### src/include/dhp_pkg.sv
package dhp_pkg;

    // =====================================================================
    // timing
    // =====================================================================
    localparam int CLK_PERIOD_NS  = 4;
    localparam int CLK_MHZ        = 250;
    localparam int STEP_PULSE_NS  = 1000;
    localparam int STEP_PULSE_CYC = (STEP_PULSE_NS + CLK_PERIOD_NS - 1) / CLK_PERIOD_NS;
    localparam int STEP_UNIT_US   = 1000;
    localparam int STEP_UNIT_CYC  = STEP_UNIT_US * CLK_MHZ;
    localparam int CNT_W          = 24;

    // =====================================================================
    // register map (byte addresses)
    // =====================================================================
    localparam logic [7:0] ADDR_CMD      = 8'h00;
    localparam logic [7:0] ADDR_TARGET   = 8'h04;
    localparam logic [7:0] ADDR_STEP     = 8'h08;
    localparam logic [7:0] ADDR_STATUS   = 8'h0c;
    localparam logic [7:0] ADDR_SENSE    = 8'h10;
    localparam logic [7:0] ADDR_ID       = 8'h14;
    localparam logic [7:0] ADDR_RP_STAT  = 8'h18;
    localparam int         CMD_DRV_LSB   = 4;
    localparam logic [3:0] STEP_RST      = 4'h0;
    localparam logic [6:0] RECAL_MAX     = 7'd79;
    localparam logic [1:0] IDX_LIMIT     = 2'd2;
    localparam int         NUM_DRV       = 4;

    // =====================================================================
    // codes and carriers
    // =====================================================================
    localparam logic [1:0] IC_NORMAL = 2'h0;
    localparam logic [1:0] IC_ABNORM = 2'h1;
    localparam logic [1:0] IC_INVAL  = 2'h2;
    localparam logic [1:0] IC_POLL   = 2'h3;

    typedef enum logic [3:0] {
        OP_NONE   = 4'h0,
        OP_RECAL  = 4'h1,
        OP_SEEK   = 4'h2,
        OP_RDPOS  = 4'h3,
        OP_SENSE  = 4'h4,
        OP_PWRDN  = 4'h5,
        OP_PWRUP  = 4'h6
    } dhp_op_t;

    typedef enum logic [1:0] {
        SK_IDLE  = 2'b00,
        SK_CHECK = 2'b01,
        SK_PULSE = 2'b10,
        SK_WAIT  = 2'b11
    } dhp_sk_state_t;

    typedef struct packed {
        logic [1:0] ic;
        logic       se;
        logic       ec;
        logic       nr;
        logic       hd;
        logic [1:0] ds;
    } dhp_st0_t;

    typedef struct packed {
        logic [1:0] ic;
        logic       se;
        logic       ec;
    } dhp_seek_res_t;

    typedef struct packed {
        logic [7:0] cyl;
        logic [7:0] head;
        logic [7:0] sec;
        logic [7:0] size;
    } dhp_id_t;

endpackage

### src/rtl/dhp_ctrl.sv
// Implementation choices: the address-and-strobe port and the register addresses.
module dhp_ctrl #(
    parameter int STEP_UNIT = dhp_pkg::STEP_UNIT_CYC
) (
    input  wire logic                  i_sys_clk,
    input  wire logic                  i_rstn,
    input  wire logic [7:0]            i_addr,
    input  wire logic [31:0]           i_wdata,
    input  wire logic                  i_wr,
    input  wire logic                  i_rd,
    output logic [31:0]                o_rdata,
    input  wire logic [3:0]            i_track_zero_input_n,
    input  wire logic                  i_index_pulse_input_n,
    input  wire logic                  i_id_valid,
    input  wire dhp_pkg::dhp_id_t      i_id_field,
    input  wire logic                  i_result_entry,
    input  wire logic                  i_nondma_req,
    output logic [3:0]                 o_step,
    output logic [3:0]                 o_dir,
    output logic                       o_int
);
    import dhp_pkg::*;

    // =====================================================================
    // pin synchronisers
    // =====================================================================
    // three stages per pin; a level is accepted once stage two and three agree
    logic [4:0]     pin_raw;
    logic [4:0]     sync1_reg;
    logic [4:0]     sync2_reg;
    logic [4:0]     sync3_reg;
    logic [4:0]     pin_reg;
    logic [3:0]     at_tz_w;
    logic           index_low_w;
    logic           index_prev_reg;
    logic           index_fall_w;

    assign pin_raw = {i_index_pulse_input_n, i_track_zero_input_n};

    genvar gp;
    generate
        for (gp = 0; gp < 5; gp++)
        begin : g_sync
            always_ff @(posedge i_sys_clk)
            begin
                if (!i_rstn)
                begin
                    sync1_reg[gp] <= 1'b1;
                    sync2_reg[gp] <= 1'b1;
                    sync3_reg[gp] <= 1'b1;
                    pin_reg[gp]   <= 1'b1;
                end
                else
                begin
                    sync1_reg[gp] <= pin_raw[gp];
                    sync2_reg[gp] <= sync1_reg[gp];
                    sync3_reg[gp] <= sync2_reg[gp];
                    if (sync2_reg[gp] == sync3_reg[gp])
                    begin
                        pin_reg[gp] <= sync3_reg[gp];
                    end
                end
            end
        end
    endgenerate

    // track zero line is high once the head sits on track zero
    assign at_tz_w      = pin_reg[3:0];
    assign index_low_w  = !pin_reg[4];
    assign index_fall_w = index_low_w && !index_prev_reg;

    // =====================================================================
    // register bus decode
    // =====================================================================
    logic           wr_cmd_w;
    logic           wr_tgt_w;
    logic           wr_step_w;
    dhp_op_t        op_w;
    logic [1:0]     drv_w;
    logic           lp_reg;
    logic           cmd_ok_w;
    logic           do_recal_w;
    logic           do_seek_w;
    logic           do_rdpos_w;
    logic           do_sense_w;
    logic           do_pwrdn_w;
    logic           do_pwrup_w;

    assign wr_cmd_w   = i_wr && (i_addr == ADDR_CMD);
    assign wr_tgt_w   = i_wr && (i_addr == ADDR_TARGET);
    assign wr_step_w  = i_wr && (i_addr == ADDR_STEP);
    assign op_w       = dhp_op_t'(i_wdata[3:0]);
    assign drv_w      = i_wdata[CMD_DRV_LSB +: 2];
    // only wake-up is heard while in low power
    assign cmd_ok_w   = wr_cmd_w && !lp_reg;
    assign do_recal_w = cmd_ok_w && (op_w == OP_RECAL);
    assign do_seek_w  = cmd_ok_w && (op_w == OP_SEEK);
    assign do_sense_w = cmd_ok_w && (op_w == OP_SENSE);
    assign do_pwrdn_w = cmd_ok_w && (op_w == OP_PWRDN);
    assign do_pwrup_w = wr_cmd_w && lp_reg && (op_w == OP_PWRUP);

    // =====================================================================
    // settings and command phase
    // =====================================================================
    logic [7:0]     target_reg;
    logic [3:0]     step_set_reg;
    logic [23:0]    interval_reg;
    logic           cmd_phase_reg;
    logic           clear_all_reg;
    logic           rp_active_reg;

    assign do_rdpos_w = cmd_ok_w && (op_w == OP_RDPOS) && !rp_active_reg;

    // interval is precomputed so the step timers only load a value
    always_ff @(posedge i_sys_clk)
    begin
        if (!i_rstn)
        begin
            target_reg     <= '0;
            step_set_reg   <= STEP_RST;
            interval_reg   <= 24'(16 * STEP_UNIT);
            cmd_phase_reg  <= 1'b0;
            lp_reg         <= 1'b0;
            clear_all_reg  <= 1'b0;
            index_prev_reg <= 1'b0;
        end
        else
        begin
            if (wr_tgt_w)
            begin
                target_reg <= i_wdata[7:0];
            end
            if (wr_step_w)
            begin
                step_set_reg <= i_wdata[3:0];
            end
            interval_reg   <= 24'((16 - int'(step_set_reg)) * STEP_UNIT);
            cmd_phase_reg  <= do_recal_w || do_seek_w;
            lp_reg         <= do_pwrdn_w || (lp_reg && !do_pwrup_w);
            clear_all_reg  <= do_pwrup_w;
            index_prev_reg <= index_low_w;
        end
    end

    // =====================================================================
    // per drive positioning units
    // =====================================================================
    logic [3:0]     drv_busy_w;
    logic [3:0]     drv_pend_w;
    logic [3:0]     ack_w;
    dhp_seek_res_t  drv_res_w [NUM_DRV];
    logic [7:0]     drv_pcn_w [NUM_DRV];

    genvar gd;
    generate
        for (gd = 0; gd < NUM_DRV; gd++)
        begin : g_drv
            // other drives accept commands while one steps
            dhp_seek_unit u_seek (
                .i_sys_clk       (i_sys_clk),
                .i_rstn          (i_rstn),
                .i_clear         (clear_all_reg),
                .i_start         ((do_recal_w || do_seek_w) && (drv_w == 2'(gd))),
                .i_recal         (do_recal_w),
                .i_target        (target_reg),
                .i_interval      (interval_reg),
                .i_at_track_zero (at_tz_w[gd]),
                .i_ack           (ack_w[gd]),
                .o_step          (o_step[gd]),
                .o_dir           (o_dir[gd]),
                .o_busy          (drv_busy_w[gd]),
                .o_pending       (drv_pend_w[gd]),
                .o_res           (drv_res_w[gd]),
                .o_pcn           (drv_pcn_w[gd])
            );
        end
    endgenerate

    // =====================================================================
    // interrupt query selection
    // =====================================================================
    // lowest numbered pending drive is reported first
    logic [1:0]     sel_drv_w;
    logic           sel_any_w;
    logic           poll_reg;
    dhp_st0_t       sense_st0_w;

    always_comb
    begin
        sel_drv_w = 2'd0;
        sel_any_w = 1'b0;
        for (int k = NUM_DRV - 1; k >= 0; k--)
        begin
            if (drv_pend_w[k])
            begin
                sel_drv_w = 2'(k);
                sel_any_w = 1'b1;
            end
        end
    end

    assign ack_w = (do_sense_w && sel_any_w) ? (4'h1 << sel_drv_w) : 4'h0;

    assign sense_st0_w = sel_any_w ?
        '{ic: drv_res_w[sel_drv_w].ic, se: 1'b1, ec: drv_res_w[sel_drv_w].ec, nr: 1'b0, hd: 1'b0, ds: sel_drv_w} :
        poll_reg ? '{ic: IC_POLL, se: 1'b0, ec: 1'b0, nr: 1'b0, hd: 1'b0, ds: 2'd0} :
        '{ic: IC_INVAL, se: 1'b0, ec: 1'b0, nr: 1'b0, hd: 1'b0, ds: 2'd0};

    // =====================================================================
    // read position and stored status
    // =====================================================================
    logic [1:0]     idx_cnt_reg;
    dhp_id_t        id_reg;
    dhp_st0_t       rp_st0_reg;
    logic           rp_ma_reg;
    logic           rp_int_reg;
    logic           data_int_reg;
    dhp_st0_t       sense_reg;
    logic [7:0]     sense_pcn_reg;
    logic           rp_found_w;
    logic           rp_miss_w;

    assign rp_found_w = rp_active_reg && i_id_valid;
    assign rp_miss_w  = rp_active_reg && !i_id_valid && index_fall_w && (idx_cnt_reg == IDX_LIMIT - 2'd1);

    // sources set in the same cycle a query clears them survive the clear
    always_ff @(posedge i_sys_clk)
    begin
        if (!i_rstn || clear_all_reg)
        begin
            rp_active_reg <= 1'b0;
            idx_cnt_reg   <= '0;
            id_reg        <= '0;
            rp_st0_reg    <= '0;
            rp_ma_reg     <= 1'b0;
            rp_int_reg    <= 1'b0;
            data_int_reg  <= 1'b0;
            sense_reg     <= '0;
            sense_pcn_reg <= '0;
            poll_reg      <= !clear_all_reg;
        end
        else
        begin
            if (do_rdpos_w)
            begin
                rp_active_reg <= 1'b1;
                idx_cnt_reg   <= '0;
                rp_ma_reg     <= 1'b0;
                rp_st0_reg    <= '{ic: IC_NORMAL, se: 1'b0, ec: 1'b0, nr: 1'b0, hd: 1'b0, ds: drv_w};
            end
            else if (rp_found_w)
            begin
                rp_active_reg <= 1'b0;
                id_reg        <= i_id_field;
                rp_st0_reg.hd <= i_id_field.head[0];
            end
            else if (rp_miss_w)
            begin
                rp_active_reg <= 1'b0;
                rp_st0_reg.ic <= IC_ABNORM;
                rp_ma_reg     <= 1'b1;
            end
            else if (rp_active_reg && index_fall_w)
            begin
                idx_cnt_reg <= idx_cnt_reg + 2'd1;
            end
            // only position command among control ones
            rp_int_reg   <= rp_found_w || rp_miss_w || (rp_int_reg && !do_sense_w);
            data_int_reg <= i_result_entry || (data_int_reg && !do_sense_w);
            poll_reg     <= poll_reg && !(do_sense_w && !sel_any_w);
            if (do_sense_w)
            begin
                sense_reg     <= sense_st0_w;
                sense_pcn_reg <= sel_any_w ? drv_pcn_w[sel_drv_w] : 8'h00;
            end
        end
    end

    // =====================================================================
    // interrupt line and read data
    // =====================================================================
    logic [31:0]    rd_mux_w;
    logic [31:0]    status_w;

    assign status_w = {25'h0, lp_reg, o_int, cmd_phase_reg || rp_active_reg, drv_busy_w};

    always_comb
    begin
        if (i_addr == ADDR_STATUS)
        begin
            rd_mux_w = status_w;
        end
        else if (i_addr == ADDR_SENSE)
        begin
            rd_mux_w = {16'h0, sense_pcn_reg, sense_reg};
        end
        else if (i_addr == ADDR_ID)
        begin
            rd_mux_w = id_reg;
        end
        else if (i_addr == ADDR_RP_STAT)
        begin
            rd_mux_w = {16'h0, 7'h0, rp_ma_reg, rp_st0_reg};
        end
        else if (i_addr == ADDR_TARGET)
        begin
            rd_mux_w = {24'h0, target_reg};
        end
        else if (i_addr == ADDR_STEP)
        begin
            rd_mux_w = {28'h0, step_set_reg};
        end
        else
        begin
            rd_mux_w = 32'h0;
        end
    end

    // read data stand only in the cycle after the strobe
    always_ff @(posedge i_sys_clk)
    begin
        if (!i_rstn)
        begin
            o_rdata <= '0;
            o_int   <= 1'b0;
        end
        else
        begin
            o_rdata <= i_rd ? rd_mux_w : 32'h0;
            o_int   <= (|drv_pend_w) || poll_reg || rp_int_reg || data_int_reg || i_nondma_req;
        end
    end

endmodule

### src/rtl/dhp_seek_unit.sv
module dhp_seek_unit (
    input  wire logic                  i_sys_clk,
    input  wire logic                  i_rstn,
    input  wire logic                  i_clear,
    input  wire logic                  i_start,
    input  wire logic                  i_recal,
    input  wire logic [7:0]            i_target,
    input  wire logic [23:0]           i_interval,
    input  wire logic                  i_at_track_zero,
    input  wire logic                  i_ack,
    output logic                       o_step,
    output logic                       o_dir,
    output logic                       o_busy,
    output logic                       o_pending,
    output dhp_pkg::dhp_seek_res_t     o_res,
    output logic [7:0]                 o_pcn
);
    import dhp_pkg::*;

    dhp_sk_state_t  state_reg;
    logic [23:0]    cnt_reg;
    logic [6:0]     steps_reg;
    logic [7:0]     target_reg;
    logic           recal_reg;
    logic           done_w;
    logic           abn_w;
    logic           go_w;

    // =====================================================================
    // end of motion decision
    // =====================================================================
    // recalibrate: track zero or step limit reached; seek: cylinder equals target
    assign done_w = (state_reg == SK_CHECK) &&
                    (recal_reg ? (i_at_track_zero || steps_reg == RECAL_MAX) : (o_pcn == target_reg));
    assign abn_w  = recal_reg && !i_at_track_zero && (steps_reg == RECAL_MAX);
    assign go_w   = i_start && !o_busy;

    // motion sequencer; direction is registered one cycle before any pulse
    always_ff @(posedge i_sys_clk)
    begin
        if (!i_rstn || i_clear)
        begin
            state_reg  <= SK_IDLE;
            cnt_reg    <= '0;
            steps_reg  <= '0;
            target_reg <= '0;
            recal_reg  <= 1'b0;
            o_step     <= 1'b0;
            o_dir      <= 1'b0;
            o_pcn      <= '0;
        end
        else
        begin
            case (state_reg)
                SK_IDLE:
                begin
                    if (go_w)
                    begin
                        recal_reg  <= i_recal;
                        target_reg <= i_target;
                        steps_reg  <= '0;
                        state_reg  <= SK_CHECK;
                        if (i_recal)
                        begin
                            o_pcn <= '0;
                            o_dir <= 1'b0;
                        end
                        else
                        begin
                            o_dir <= (o_pcn < i_target);
                        end
                    end
                end
                SK_CHECK:
                begin
                    if (done_w)
                    begin
                        state_reg <= SK_IDLE;
                    end
                    else
                    begin
                        o_step    <= 1'b1;
                        cnt_reg   <= 24'(STEP_PULSE_CYC - 1);
                        state_reg <= SK_PULSE;
                    end
                end
                SK_PULSE:
                begin
                    if (cnt_reg == '0)
                    begin
                        o_step    <= 1'b0;
                        steps_reg <= steps_reg + 7'd1;
                        if (!recal_reg)
                        begin
                            o_pcn <= o_dir ? o_pcn + 8'd1 : o_pcn - 8'd1;
                        end
                        cnt_reg   <= i_interval - 24'd1;
                        state_reg <= SK_WAIT;
                    end
                    else
                    begin
                        cnt_reg <= cnt_reg - 24'd1;
                    end
                end
                default:
                begin
                    if (cnt_reg == '0)
                    begin
                        state_reg <= SK_CHECK;
                    end
                    else
                    begin
                        cnt_reg <= cnt_reg - 24'd1;
                    end
                end
            endcase
        end
    end

    // completion flag and busy; a completion beats a same-cycle acknowledge
    always_ff @(posedge i_sys_clk)
    begin
        if (!i_rstn || i_clear)
        begin
            o_pending <= 1'b0;
            o_busy    <= 1'b0;
            o_res     <= '0;
        end
        else
        begin
            o_pending <= done_w || (o_pending && !i_ack);
            o_busy    <= go_w || (o_busy && !(i_ack && o_pending && !done_w));
            if (done_w)
            begin
                o_res <= '{ic: abn_w ? IC_ABNORM : IC_NORMAL, se: 1'b1, ec: abn_w};
            end
        end
    end

endmodule

### config.mk
export PLATFORM = sky130hd
export DESIGN_NAME = dhp_ctrl
export DESIGN_NICKNAME = d
export VERILOG_FILES = /design/src/include/dhp_pkg.sv /design/src/rtl/dhp_ctrl.sv /design/src/rtl/dhp_seek_unit.sv
export SDC_FILE = /design/constraint.sdc
export NUM_CORES = 1
export LEC_CHECK = 0
export BUFFER_PORTS_ARGS = -buffer_cell sky130_fd_sc_hd__clkbuf_2
export CAP_MARGIN = 30
export CORE_MARGIN = 4
export CORE_UTILIZATION = 40
export CTS_CLUSTER_SIZE = 12
export DETAILED_ROUTE_END_ITERATION = 10
export GPL_TIMING_DRIVEN = 0
export PLACE_DENSITY = 0.62
export SLEW_MARGIN = 40
export SYNTH_ARGS = -nofsm -noshare
export SYNTH_HDL_FRONTEND = slang
export SYNTH_SLANG_ARGS = --single-unit
### constraint.sdc
create_clock -name i_sys_clk -period 12.8 [get_ports i_sys_clk]
set_input_delay 0.64 -clock i_sys_clk [delete_from_list [all_inputs] [get_ports i_sys_clk]]
set_output_delay 0.64 -clock i_sys_clk [all_outputs]
set_load 0.005 [all_outputs]
==> out/metrics.cfg <==
[outcome]
status=finished clean

[drt]
wl_met3_um=6400
routed_wirelength_um=68100
route.detailed.drc=0
vias=19900
drtAntennaViolNets=0
via_per_inst=5.89
initialDrtViolationCount=2272
top_layer=met5
drt_pass1_iterations=6
wl_met1_um=29000
post_drt_wl_per_cell_um=20.2
wl_met2_um=30600

[critical_path]
crit_required_ns=13.23
startpoint_type=register
crit_buf_inv=6
cp_num_cells=19
crit_start=step_set_reg[1]
critPathCapture=interval_reg[22]
end_kind=register
crit_type=register to register
path_max_fanout=10
r2r_start=step_set_reg[1]
critPathTopFamily=adder cells
rrSetupSlack_ns=7.71
cp_cell_sequence=clkbuf_1 > inv_1 > ha_1 > or3b_2 > clkbuf_1 > inv_1 > ha_1 > ha_1 > inv_1 > fa_1 > inv_1 > ha_1 > and2_1 > a22o_1 > a311oi_1 > o21bai_1 > a21oi_1 > xor2_1 > nor2_1
arrival_ns=5.51
cpPeakStageDelay_ns=0.53
r2r-end=interval_reg[22]
crit_path_top_delay_cell=fa_1
reg2reg_depth=19

[timing]
rsz0062_at_grt=no
fin_ws_ns=7.71
relSlewSlack=0.358
finalCriticalPeriod_ns=5.09
setup-tns-final_ns=0
worst_pin_slew_ns=0.957
setup_violations=0
fmax_mhz=197
finClkSkew_ns=0.0213
fin_crit_sh=0.397
drv_slew=0
hold_viol=0

[placed_design]
place.gp.congestion=0.961
dp_slack_ns=7.78
port_buffers=97
hpwl_um=50800
dp_cells=3298

[logic_synthesis]
ys_seq_area_frac=0.365
syn_avg_cell_area_um2=7.90
ys_ff_latch=365
synth_nets=2733
synth_enable_flop_cells=0
yosysWarningCount=0
netlist_area_um2=20000
syn-instance-count=2537
ys.flop_type=dfxtp_1
async_flop_share=0
yosysUniqueCellTypes=89

[floorplanning]
die_x_um=232
start_util=0.407
std_cell_rows=81
die_h_um=232
core_um2=49300
die_area_um2=53800
num_io_pins=125

[power_and_ir_drop]
p_per_area_nw_per_um2=107
p_leak_uw=0.00921
peakVddDrop_v=0.0000775

[cells_and_area]
largest_reg_flops=96
mostFrequentLayoutCell=dfxtp_1
drive_above_1_share=0.0916
mostFrequentLayoutCells=dfxtp_1 (365), a21oi_1 (283), nor2_1 (279)
syn2layout_area_growth_pct=13.9
fin_nets=2873
stdcell_count=3373

[clock_network]
cts_max_path_buffers=3
tritoncts=yes
cts.repair.resized=0
path_clk_slew_ns=0.07
cts_setup_buffers=0
clock-root-buffer=clkbuf_16
htree_levels=2
postCtsHoldBufs=0
cts.sinks=365
clk_latency_ns=0.59
cts_made_buffers=41

[grt]
grt_max_degree=13
grt-ovfl-total=0
grt_use_total=0.243
grt_pass1_wl_um=104000
antenna_found_initial=4
grt_pass1_vias=18600

[job]
maxCapViolCount=0

[min_path]
hp-class=primary input to register

-- worst min path at each step --
stage | startpoint | endpoint | slack [ns] | depth (start not counted)
final | i_track_zero_input_n[3] | sync1_reg[3] | 0.24 | 2
after global routing | i_track_zero_input_n[3] | sync1_reg[3] | 0.24 | 2
after CTS | i_track_zero_input_n[0] | sync1_reg[0] | 0.22 | 2
after detailed placement | sync1_reg[2] | sync2_reg[2] | 0.39 | 1
after global placement | sync1_reg[1] | sync2_reg[1] | 0.39 | 1
after floorplan | sync1_reg[0] | sync2_reg[0] | 0.39 | 1
-- layer usage --
metal	up-vias	track usage
met1	9415	0.324
met2	939	0.395
met5	-	0
met4	6	0.0811
met3	156	0.0476
li1	9341	-
-- worst reg2reg max path, cell delays in order, from the launching register on --
cell and delay [ns]:
dfxtp_1 0.31, clkbuf_1 0.50, inv_1 0.15, ha_1 0.23, or3b_2 0.23, clkbuf_1 0.38, inv_1 0.26, ha_1 0.39
ha_1 0.29, inv_1 0.05, fa_1 0.53, inv_1 0.04, ha_1 0.34, and2_1 0.20, a22o_1 0.22, a311oi_1 0.30
o21bai_1 0.12, a21oi_1 0.18, xor2_1 0.17, nor2_1 0.06
-- power by group --
part,total (uW),leakage [uW],switching [uW],internal (uW)
logic,77.2,0.00559,57.5,19.7
clock network,1220,0.000677,511,705
registers,1140,0.00294,1.57,1140
-- Yosys cell counts, drive strengths merged (6+ instances only) --
cell     instances  share of area
a211oi          10         0.0037
nor4            44          0.015
o31ai            8         0.0030
or2             15         0.0047
clkbuf          99          0.019
and2            26         0.0081
o2bb2ai         18         0.0079
a22oi           10         0.0037
nand2          266          0.050
o41ai           12         0.0056
inv            106          0.020
fa               8         0.0080
or3             44          0.014
a21o            13         0.0049
xnor2           43          0.019
mux2i           24          0.012
nor3            94          0.025
o22ai           31         0.0097
o211ai          15         0.0056
a32o             6         0.0030
a22o            20         0.0087
xor2            74          0.032
a21boi           8         0.0032
or4             16         0.0064
o21ai          162          0.040
a31oi           20         0.0062
and3            20         0.0062
o2111ai          9         0.0039
a221oi          16         0.0070
nor4b           11         0.0059
dfxtp          365           0.36
nand3           63          0.016
nand2b          36          0.011
buf             32         0.0097
nor2b           15         0.0047
nand4           32          0.010
nor3b            6         0.0022
a21oi          283          0.071
nor2           281          0.053
o21a            14         0.0052
and4             9         0.0039
ha             104          0.065
-- through the flow --
step                      cell area, um^2  hold WS (ns)   util  total power, uW
after floorplan                     20000         0.386      -             1200
after global placement              21400         0.390  0.434             1240
after detailed placement            21400         0.392  0.435             1240
after CTS                           22800         0.220  0.463             2460
after global routing                22800         0.243  0.463             2500
final                               22800         0.242  0.463             2430
-- cell families after synthesis --
logic type               after synthesis  synth area share
multiplexers                          26            0.0131
adder cells (fa/ha/maj)              112            0.0729
buffers and inverters                239            0.0484
XOR/XNOR                             117            0.0511
flip-flops                           365             0.365
AND/OR/NAND/NOR                      991             0.242
AO/OA/AOI/OAI                        687             0.208
-- area by class of cell --
type,count,area (um^2)
Inverter,108,405
Clock inverter,15,204
Clock buffer,59,1170
Timing Repair Buffer,97,485
Fill cell,4896,26400
Tap cell,664,831
Antenna cell,1,2.50
Buffer,131,574
Sequential cell,365,7310
Multi-Input combinational cell,1933,11800
No activity file was read; power rests on OpenSTA's default activity.
